`config.mk`:
```
export PLATFORM = sky130hd
export DESIGN_NAME = fps_sequencer
export DESIGN_NICKNAME = d
export VERILOG_FILES = /design/src/fps_pkg.sv /design/src/fps_sequencer.sv
export SDC_FILE = /design/constraint.sdc
export NUM_CORES = 1
export LEC_CHECK = 0
export ABC_AREA = 1
export BUFFER_PORTS_ARGS = -buffer_cell sky130_fd_sc_hd__buf_2
export CAP_MARGIN = 10
export CORE_MARGIN = 3
export CORE_UTILIZATION = 34
export CTS_BUF_LIST = sky130_fd_sc_hd__clkbuf_8
export CTS_CLUSTER_DIAMETER = 40
export CTS_CLUSTER_SIZE = 28
export DETAILED_ROUTE_END_ITERATION = 10
export SETUP_SLACK_MARGIN = 0.1
export SYNTH_ARGS = -nofsm -noshare
export SYNTH_HDL_FRONTEND = slang
export SYNTH_SLANG_ARGS = --single-unit
```
`constraint.sdc`:
```
create_clock -name ref_clk -period 3.23 [get_ports ref_clk]
set_input_delay 0.646 -clock ref_clk [delete_from_list [all_inputs] [get_ports ref_clk]]
set_output_delay 0.646 -clock ref_clk [all_outputs]
set_load 0.1 [all_outputs]
```
`src/fps_pkg.sv`:
```
`default_nettype none
package fps_pkg;
   localparam int CLK_HZ = 25000000;
   localparam int OSC_HZ = 50000;
   localparam int OSC_PERIOD_CYC = CLK_HZ / OSC_HZ;
   localparam int DUTY_MAX_PCT = 67;
   localparam int ON_MAX_CYC = OSC_PERIOD_CYC * DUTY_MAX_PCT / 100;
   localparam int BLANK_NS = 250;
   localparam int BLANK_CYC = (BLANK_NS * (CLK_HZ / 1000000) + 999) / 1000;
   localparam int OLP_DELAY_MS = 100;
   localparam int OLP_DELAY_CYC = (CLK_HZ / 1000) * OLP_DELAY_MS;
   localparam int RESTART_MS = 1600;
   localparam int RESTART_CYC = (CLK_HZ / 1000) * RESTART_MS;
   localparam int SYNC_STAGES = 3;
endpackage
`default_nettype wire

```
`src/fps_sequencer.sv`:
```
// Operation
// - charge source stays on until rail reaches start threshold, then off
// - in normal running the internal regulator is active only while the rail is not above regulation level
// - regulator off while bias winding holds rail above regulation level
// - pulse ends when sense reaches the feedback-derived current level
// - current reference clamped when feedback exceeds clamp level
// - termination comparator ignored for blanking interval after turn-on
// - any fault stops switching at once and starts protection timing
// - while protection timer runs, regulator on and switching disabled
// - at restart duration the regulator is turned off so rail falls
// - rail at stop threshold clears protection and re-enables charge source
// - rail at start threshold resumes switching; repeats while fault persists
// - overload timer starts when feedback at or above overload threshold
// - feedback above threshold for whole delay declares overload fault
// - abnormal current monitor enabled only while gate is on
// - sense above abnormal level forces gate off and protection entry
// - rail above over-voltage threshold triggers protection
// - temperature above shutdown threshold triggers protection
// - restart after thermal fault needs temperature back below hysteresis
// - line sense above threshold triggers protection
// - after line fault, switching held off until line below lower level
`default_nettype none
module fps_sequencer #(
   parameter int OLP_CYC = fps_pkg::OLP_DELAY_CYC,
   parameter int RESTART_CYCLES = fps_pkg::RESTART_CYC
) (
   input wire logic ref_clk,
   input wire logic reset_n,
   input wire logic railAboveStart,
   input wire logic railAboveStop,
   input wire logic railAboveReg,
   input wire logic railAboveOvp,
   input wire logic senseAboveFb,
   input wire logic senseAboveClamp,
   input wire logic fbAboveClamp,
   input wire logic fbAboveOlp,
   input wire logic senseAboveAbnormal,
   input wire logic tempAboveShutdown,
   input wire logic tempBelowHyst,
   input wire logic lineAboveHigh,
   input wire logic lineBelowLow,
   output logic gateOn,
   output logic hvChargeSourceEn,
   output logic internalHvRegulatorEn,
   output logic faultLatched,
   output logic overloadFault,
   output logic abnormalCurrentFault,
   output logic railOvervoltageFault,
   output logic thermalFault,
   output logic lineOvervoltageFault
);
   typedef enum logic [3:0] {
      ST_CHARGE = 4'b0001,
      ST_RUN = 4'b0010,
      ST_PROT = 4'b0100,
      ST_DISCHG = 4'b1000
   } fps_state_t;

   localparam int NIN = 13;
   logic [NIN-1:0] rawIn;
   logic [NIN-1:0] s1, s2, s3, filt_r;
   assign rawIn = {railAboveStart, railAboveStop, railAboveReg, railAboveOvp,
                   senseAboveFb, senseAboveClamp, fbAboveClamp, fbAboveOlp,
                   senseAboveAbnormal, tempAboveShutdown, tempBelowHyst,
                   lineAboveHigh, lineBelowLow};

   // three stages; a change is accepted only when stages two and three agree
   always_ff @(posedge ref_clk or negedge reset_n)
   begin
      if (!reset_n)
      begin
         s1 <= '0;
         s2 <= '0;
         s3 <= '0;
         filt_r <= '0;
      end
      else
      begin
         s1 <= rawIn;
         s2 <= s1;
         s3 <= s2;
         for (int i = 0; i < NIN; i++)
            if (s2[i] == s3[i])
               filt_r[i] <= s3[i];
      end
   end

   logic fStart, fStop, fReg, fOvp, fSense, fSenseClamp, fFbClamp, fFbOlp;
   logic fAbn, fTemp, fTempLow, fLineHi, fLineLo;
   assign {fStart, fStop, fReg, fOvp, fSense, fSenseClamp, fFbClamp, fFbOlp,
           fAbn, fTemp, fTempLow, fLineHi, fLineLo} = filt_r;

   fps_state_t state_r;
   logic [15:0] oscCnt_r;
   logic [15:0] blankCnt_r;
   logic [31:0] olpCnt_r;
   logic [31:0] restartCnt_r;
   logic anyFault;
   logic restartDone;
   logic holdOff;
   logic endPulse;

   assign restartDone = (restartCnt_r >= 32'(RESTART_CYCLES - 1));
   // thermal and line faults keep holding off while their condition remains
   assign holdOff = (thermalFault && !fTempLow)
                  || (lineOvervoltageFault && !fLineLo);
   assign anyFault = overloadFault || abnormalCurrentFault
                   || railOvervoltageFault || thermalFault
                   || lineOvervoltageFault;

   always_ff @(posedge ref_clk or negedge reset_n)
   begin
      if (!reset_n)
         state_r <= ST_CHARGE;
      else
         case (state_r)
            ST_CHARGE:
               if (fStart && !holdOff)
                  state_r <= ST_RUN;
            ST_RUN:
               if (anyFault)
                  state_r <= ST_PROT;
            ST_PROT:
               if (restartDone)
                  state_r <= ST_DISCHG;
            ST_DISCHG:
               if (!fStop)
                  state_r <= ST_CHARGE;
            default:
               state_r <= ST_CHARGE;
         endcase
   end

   always_ff @(posedge ref_clk or negedge reset_n)
   begin
      if (!reset_n)
         restartCnt_r <= '0;
      else if (state_r == ST_PROT && !restartDone)
         restartCnt_r <= restartCnt_r + 32'd1;
      else if (state_r != ST_PROT)
         restartCnt_r <= '0;
   end

   // oscillator and pulse timing
   always_ff @(posedge ref_clk or negedge reset_n)
   begin
      if (!reset_n)
         oscCnt_r <= '0;
      else if (oscCnt_r == 16'(fps_pkg::OSC_PERIOD_CYC - 1))
         oscCnt_r <= '0;
      else
         oscCnt_r <= oscCnt_r + 16'd1;
   end

   // clamp: above the clamp level the fixed limit comparator rules instead
   assign endPulse = (blankCnt_r == '0)
                   && (fFbClamp ? fSenseClamp : fSense);

   always_ff @(posedge ref_clk or negedge reset_n)
   begin
      if (!reset_n)
      begin
         gateOn <= 1'b0;
         blankCnt_r <= '0;
      end
      else if (state_r != ST_RUN || anyFault || (gateOn && fAbn))
      begin
         gateOn <= 1'b0;
         blankCnt_r <= '0;
      end
      else if (oscCnt_r == '0)
      begin
         gateOn <= 1'b1;
         blankCnt_r <= 16'(fps_pkg::BLANK_CYC);
      end
      else
      begin
         if (blankCnt_r != '0)
            blankCnt_r <= blankCnt_r - 16'd1;
         if (endPulse || oscCnt_r >= 16'(fps_pkg::ON_MAX_CYC))
            gateOn <= 1'b0;
      end
   end

   // overload delay timer
   always_ff @(posedge ref_clk or negedge reset_n)
   begin
      if (!reset_n)
         olpCnt_r <= '0;
      else if (state_r != ST_RUN || !fFbOlp)
         olpCnt_r <= '0;
      else if (olpCnt_r < 32'(OLP_CYC))
         olpCnt_r <= olpCnt_r + 32'd1;
   end

   // faults latch until the rail reaches the stop level; thermal and line faults stay while their condition remains
   always_ff @(posedge ref_clk or negedge reset_n)
   begin
      if (!reset_n)
      begin
         overloadFault <= 1'b0;
         abnormalCurrentFault <= 1'b0;
         railOvervoltageFault <= 1'b0;
         thermalFault <= 1'b0;
         lineOvervoltageFault <= 1'b0;
      end
      else if (state_r == ST_DISCHG && !fStop)
      begin
         overloadFault <= 1'b0;
         abnormalCurrentFault <= 1'b0;
         railOvervoltageFault <= 1'b0;
         thermalFault <= thermalFault && !fTempLow;
         lineOvervoltageFault <= lineOvervoltageFault && !fLineLo;
      end
      else
      begin
         if (olpCnt_r == 32'(OLP_CYC))
            overloadFault <= 1'b1;
         if (gateOn && fAbn)
            abnormalCurrentFault <= 1'b1;
         if (fOvp)
            railOvervoltageFault <= 1'b1;
         if (fTemp)
            thermalFault <= 1'b1;
         if (fLineHi)
            lineOvervoltageFault <= 1'b1;
      end
   end

   always_ff @(posedge ref_clk or negedge reset_n)
   begin
      if (!reset_n)
      begin
         hvChargeSourceEn <= 1'b1;
         internalHvRegulatorEn <= 1'b0;
         faultLatched <= 1'b0;
      end
      else
      begin
         hvChargeSourceEn <= (state_r == ST_CHARGE) && !fStart;
         internalHvRegulatorEn <= (state_r == ST_PROT && !restartDone)
                                || (state_r == ST_RUN && !fReg);
         faultLatched <= anyFault;
      end
   end

   chk_fault_stops_gate:
      assert property (@(posedge ref_clk) disable iff (!reset_n)
         anyFault |=> !gateOn)
      else $error("gate on after fault");
   chk_abnormal_kill:
      assert property (@(posedge ref_clk) disable iff (!reset_n)
         (gateOn && fAbn) |=> ##1 (abnormalCurrentFault && !gateOn))
      else $error("abnormal current did not kill gate");
   chk_blank_hold:
      assert property (@(posedge ref_clk) disable iff (!reset_n)
         ($rose(gateOn) && !anyFault && state_r == ST_RUN) |->
         (blankCnt_r == 16'(fps_pkg::BLANK_CYC)))
      else $error("blanking not loaded at turn-on");
   chk_charge_off:
      assert property (@(posedge ref_clk) disable iff (!reset_n)
         fStart |=> !hvChargeSourceEn)
      else $error("charge source on above start");
   chk_prot_reg:
      assert property (@(posedge ref_clk) disable iff (!reset_n)
         (state_r == ST_PROT && !restartDone) |=> internalHvRegulatorEn)
      else $error("regulator off during protection timing");
   chk_restart_reg_off:
      assert property (@(posedge ref_clk) disable iff (!reset_n)
         (state_r == ST_DISCHG) |=> !internalHvRegulatorEn)
      else $error("regulator on after restart time");
   chk_olp_clear:
      assert property (@(posedge ref_clk) disable iff (!reset_n)
         !fFbOlp |=> (olpCnt_r == '0))
      else $error("overload timer not cleared");
   chk_ovp_set:
      assert property (@(posedge ref_clk) disable iff (!reset_n)
         (fOvp && !(state_r == ST_DISCHG && !fStop)) |=> railOvervoltageFault)
      else $error("over-voltage not latched");
   chk_reg_bias:
      assert property (@(posedge ref_clk) disable iff (!reset_n)
         (state_r == ST_RUN && fReg) |=> !internalHvRegulatorEn)
      else $error("regulator on with bias winding");
   chk_olp_fire:
      assert property (@(posedge ref_clk) disable iff (!reset_n)
         (olpCnt_r == 32'(OLP_CYC) && state_r == ST_RUN) |=> overloadFault)
      else $error("overload not declared after delay");
   chk_fault_reset:
      assert property (@(posedge ref_clk) disable iff (!reset_n)
         (state_r == ST_DISCHG && !fStop) |=> !overloadFault)
      else $error("protection not cleared at stop level");
   chk_charge_on:
      assert property (@(posedge ref_clk) disable iff (!reset_n)
         (state_r == ST_CHARGE && !fStart) |=> hvChargeSourceEn)
      else $error("charge source off below start");
   chk_temp_set:
      assert property (@(posedge ref_clk) disable iff (!reset_n)
         (fTemp && state_r != ST_DISCHG) |=> thermalFault)
      else $error("thermal fault not latched");
endmodule
`default_nettype wire

```
==> results.cfg <==
[critical_path]
endpoint_kind = register
r2r_setup_slack_ns = 1.15
cp_cell_sequence = ha_1, nand2_1, inv_1, nand2_2, inv_2, nand2_2, inv_2, nand2_1, nand2_1, nand2_2, nand3_4, o21ai_0
cp-endpoint = restartCnt_r[5]
crit_type = register to register
cp.buffers_inverters = 3
ff2ff_path_depth = 12
path_max_fanout = 28
path_delay_family = simple AND/OR/NAND/NOR gates
cp.arrival_ns = 2.44
cp_slowest_cell = dfrtp_1
critPathLaunch = restartCnt_r[0]
cp.depth = 12
timing.rr.end = restartCnt_r[5]
rr_startpoint = restartCnt_r[0]
startpoint_type = register
crit_required_ns = 3.59
cp_slowest_stage_delay_ns = 0.45

[placed_design]
dpl_cell_area_um2 = 8200
detailedPlace.worstSlack_ns = 1.15
portBuffers = 23
gp_congestion = 0.884
hpwl_um = 10900

[pwr]
leakagePower_nw = 3.87
p_per_area_nw_per_um2 = 475
max-vdd-ir-drop_v = 0.000404

[layout]
stdcell_area_um2 = 8640
multi_input_area_um2 = 3160
antennaDiodeCount = 0
seqCellArea_um2 = 4030
drive_above_1_share_pct = 8.66
finish.utilization_pct = 39.0
areaGrowthSynthToFinish_pct = 11.3
nets = 991
n_fill_cell = 2261

[clocking]
clock-sinks = 161
clk-insertion-delay-late_ns = 0.46
cts_tree = done
post-cts-setup-buffers = 0
cts.htree.levels = 4
numCtsBuffers = 17
hold_buffers = 0
path_clk_slew_ns = 0.10
cts_resized = 0
cts.path.max_buffers = 2
cts-root-buf = clkbuf_8

[global_route]
grt_max_degree = 76
antenna_found_initial = 0
grt_pass1_vias = 5645
grt_overflow = 0
track_usage_pct = 13.5
grt_pass1_wl_um = 27200

[timing]
skew_ns = 0.0132
timing.final.crit_period_ns = 2.08
period_share_pct = 64.4
setup_viol = 0
relSlewSlack_pct = 49.9
rsz0062_at_grt = false
tightest_slew_ns = 0.746
hold_viol = 0
final_max_slew_viol_count = 0
setup_tns_ns = 0
fin_ws_ns = 1.15
max_freq_mhz = 480

[yosys]
synth_edf_count = 0
synth_xor_area_share_pct = 4.29
synthArstFlopShare_pct = 100
synth.distinct_cells = 40
syn_area_um2 = 7760
synth_top_area_cell = dfrtp_1
seq_area_frac_synth_pct = 51.9
yosys.area.top_type_share_pct = 51.2
synth.avg_cell_area_um2 = 8.31
synthTopCellsByArea = dfrtp_1, nand2_1, nor2_1, nand3_1, inv_1
synth_mux_area_share_pct = 0.145
ys_warn_count = 0
synth_compound_area_share_pct = 5.64
synth-adder-area-share_pct = 2.80
ys.flop_type = dfrtp_1
syn_inst = 934
syn_nets = 956
yosys_register_bits = 161
yosys.area_share.simple_pct = 27.8
synth_top_family_by_area = simple AND/OR/NAND/NOR gates

[detailed_routing]
wl_per_cell_um = 12.2
drtAntennaViolNets = 0
firstDrtPassIters = 6
avgViaCountPerCell = 4.72
routed_wl_um = 15400
drtIter0Drc = 348
remaining_drc_errors = 0
num_vias = 5961

[run_status]
status = completed

[floorplanning]
dieArea_um2 = 24700
die_h_um = 157
ios = 24
core_region_area_um2 = 22200
num_rows = 54
die-width_um = 157
start_util_pct = 35.0

[run]
drv_cap = 0

[min_path]
min_path_type = primary input to async pin
-- placed cells by master (no fill, tap or decap), types with 17 or more instances in the layout --
| cell type | Yosys | layout |
|---|---|---|
| a21oi_1 | 19 | 19 |
| buf_2 | 6 | 22 |
| clkbuf_8 | 0 | 17 |
| dfrtp_1 | 159 | 159 |
| inv_1 | 122 | 123 |
| nand2_1 | 196 | 196 |
| nand3_1 | 94 | 94 |
| nand4_1 | 21 | 21 |
| nor2_1 | 129 | 129 |
| nor3_1 | 28 | 28 |
| o21ai_0 | 29 | 29 |
| o21ai_1 | 25 | 25 |
| xor2_1 | 31 | 31 |
-- layout make-up --
cell class	count	share of cell area [%]
clock buffers	17	2.71
repair buffers	29	2.07
well taps	280	4.06
inverters	128	5.58
multi-input cells	632	36.6
clock inverters	15	2.33
flip-flops and latches	161	46.7
-- registers in the layout, summed over array words and instances (netlist names) --
register               cells
olpCnt_r                  32
restartCnt_r              32
blankCnt_r                16
oscCnt_r                  16
filt_r                    13
s1                        13
s2                        13
s3                        13
state_r                    4
abnormalCurrentFault       1
faultLatched               1
gateOn                     1
hvChargeSourceEn           1
internalHvRegulatorEn      1
lineOvervoltageFault       1
overloadFault              1
railOvervoltageFault       1
thermalFault               1
-- worst reg2reg max path: cells and delay by family, from the launching register on --
| kind | cells | cell delay [ns] |
|---|---|---|
| DFF | 1 | 0.45 |
| adders and majority gates | 1 | 0.29 |
| buffers and inverters | 3 | 0.15 |
| and+or+nand+nor | 7 | 0.79 |
| AOI/OAI and AO/OA | 1 | 0.31 |
-- cells in the mapped netlist (2+ instances only) --
library cell	instances
nor2_1	129
nand3_2	2
nand3_1	94
inv_1	122
o21ai_0	29
xnor2_1	7
nand2_1	196
nand2_2	7
a21oi_1	19
clkbuf_1	2
nand3b_1	3
buf_2	6
maj3_1	13
dfstp_2	2
a31oi_1	2
o22a_1	2
o21ai_1	25
nand4_1	21
dfrtp_1	159
ha_1	7
nor4_1	4
inv_2	4
nor3_1	28
buf_6	4
xor2_1	31
nor2_2	2
-- worst min-delay path by stage --
stage / startpoint / end / slack [ns] / cells after the start
after floorplan: s1[0] / s2[0] / 0.33 / 0
after global placement: s1[4] / s2[4] / 0.33 / 0
after detailed placement: s1[7] / s2[7] / 0.33 / 0
after CTS: reset_n / blankCnt_r[9] / 0.20 / 1
after global routing: reset_n / blankCnt_r[9] / 0.23 / 1
final: reset_n / blankCnt_r[9] / 0.19 / 1
-- power breakdown --
part           switching, mW  internal, mW
combinational          0.275        0.0809
clock                  0.808         0.791
sequential            0.0566          2.10
-- per-layer routing --
| layer | global-route usage [%] | vias up | wire, µm |
|---|---|---|---|
| met5 | 0 | - | 0 |
| met4 | 4.21 | 0 | 250 |
| met3 | 2.89 | 19 | 448 |
| met2 | 20.0 | 84 | 6700 |
| met1 | 19.7 | 2784 | 8050 |
| li1 | - | 3074 | - |
-- kinds of logic (layout without fill, tap and decap cells) --
| group | count (synthesis) | in the layout |
|---|---|---|
| compound gates | 82 | 82 |
| xor+xnor | 38 | 38 |
| fa+ha+maj | 20 | 20 |
| buf+inv | 141 | 189 |
| flops | 161 | 161 |
| mux | 1 | 1 |
| simple gates | 491 | 491 |
-- stage by stage --
step	cells	power (mW)	hold WS, ns
2_1_floorplan	934	2.43	0.331
3_3_place_gp	1230	2.55	0.332
3_5_place_dp	1230	2.56	0.335
4_1_cts	1262	4.17	0.198
5_1_grt	1262	4.31	0.229
6_report	1262	4.11	0.193
(Power assumes the default switching activity.)
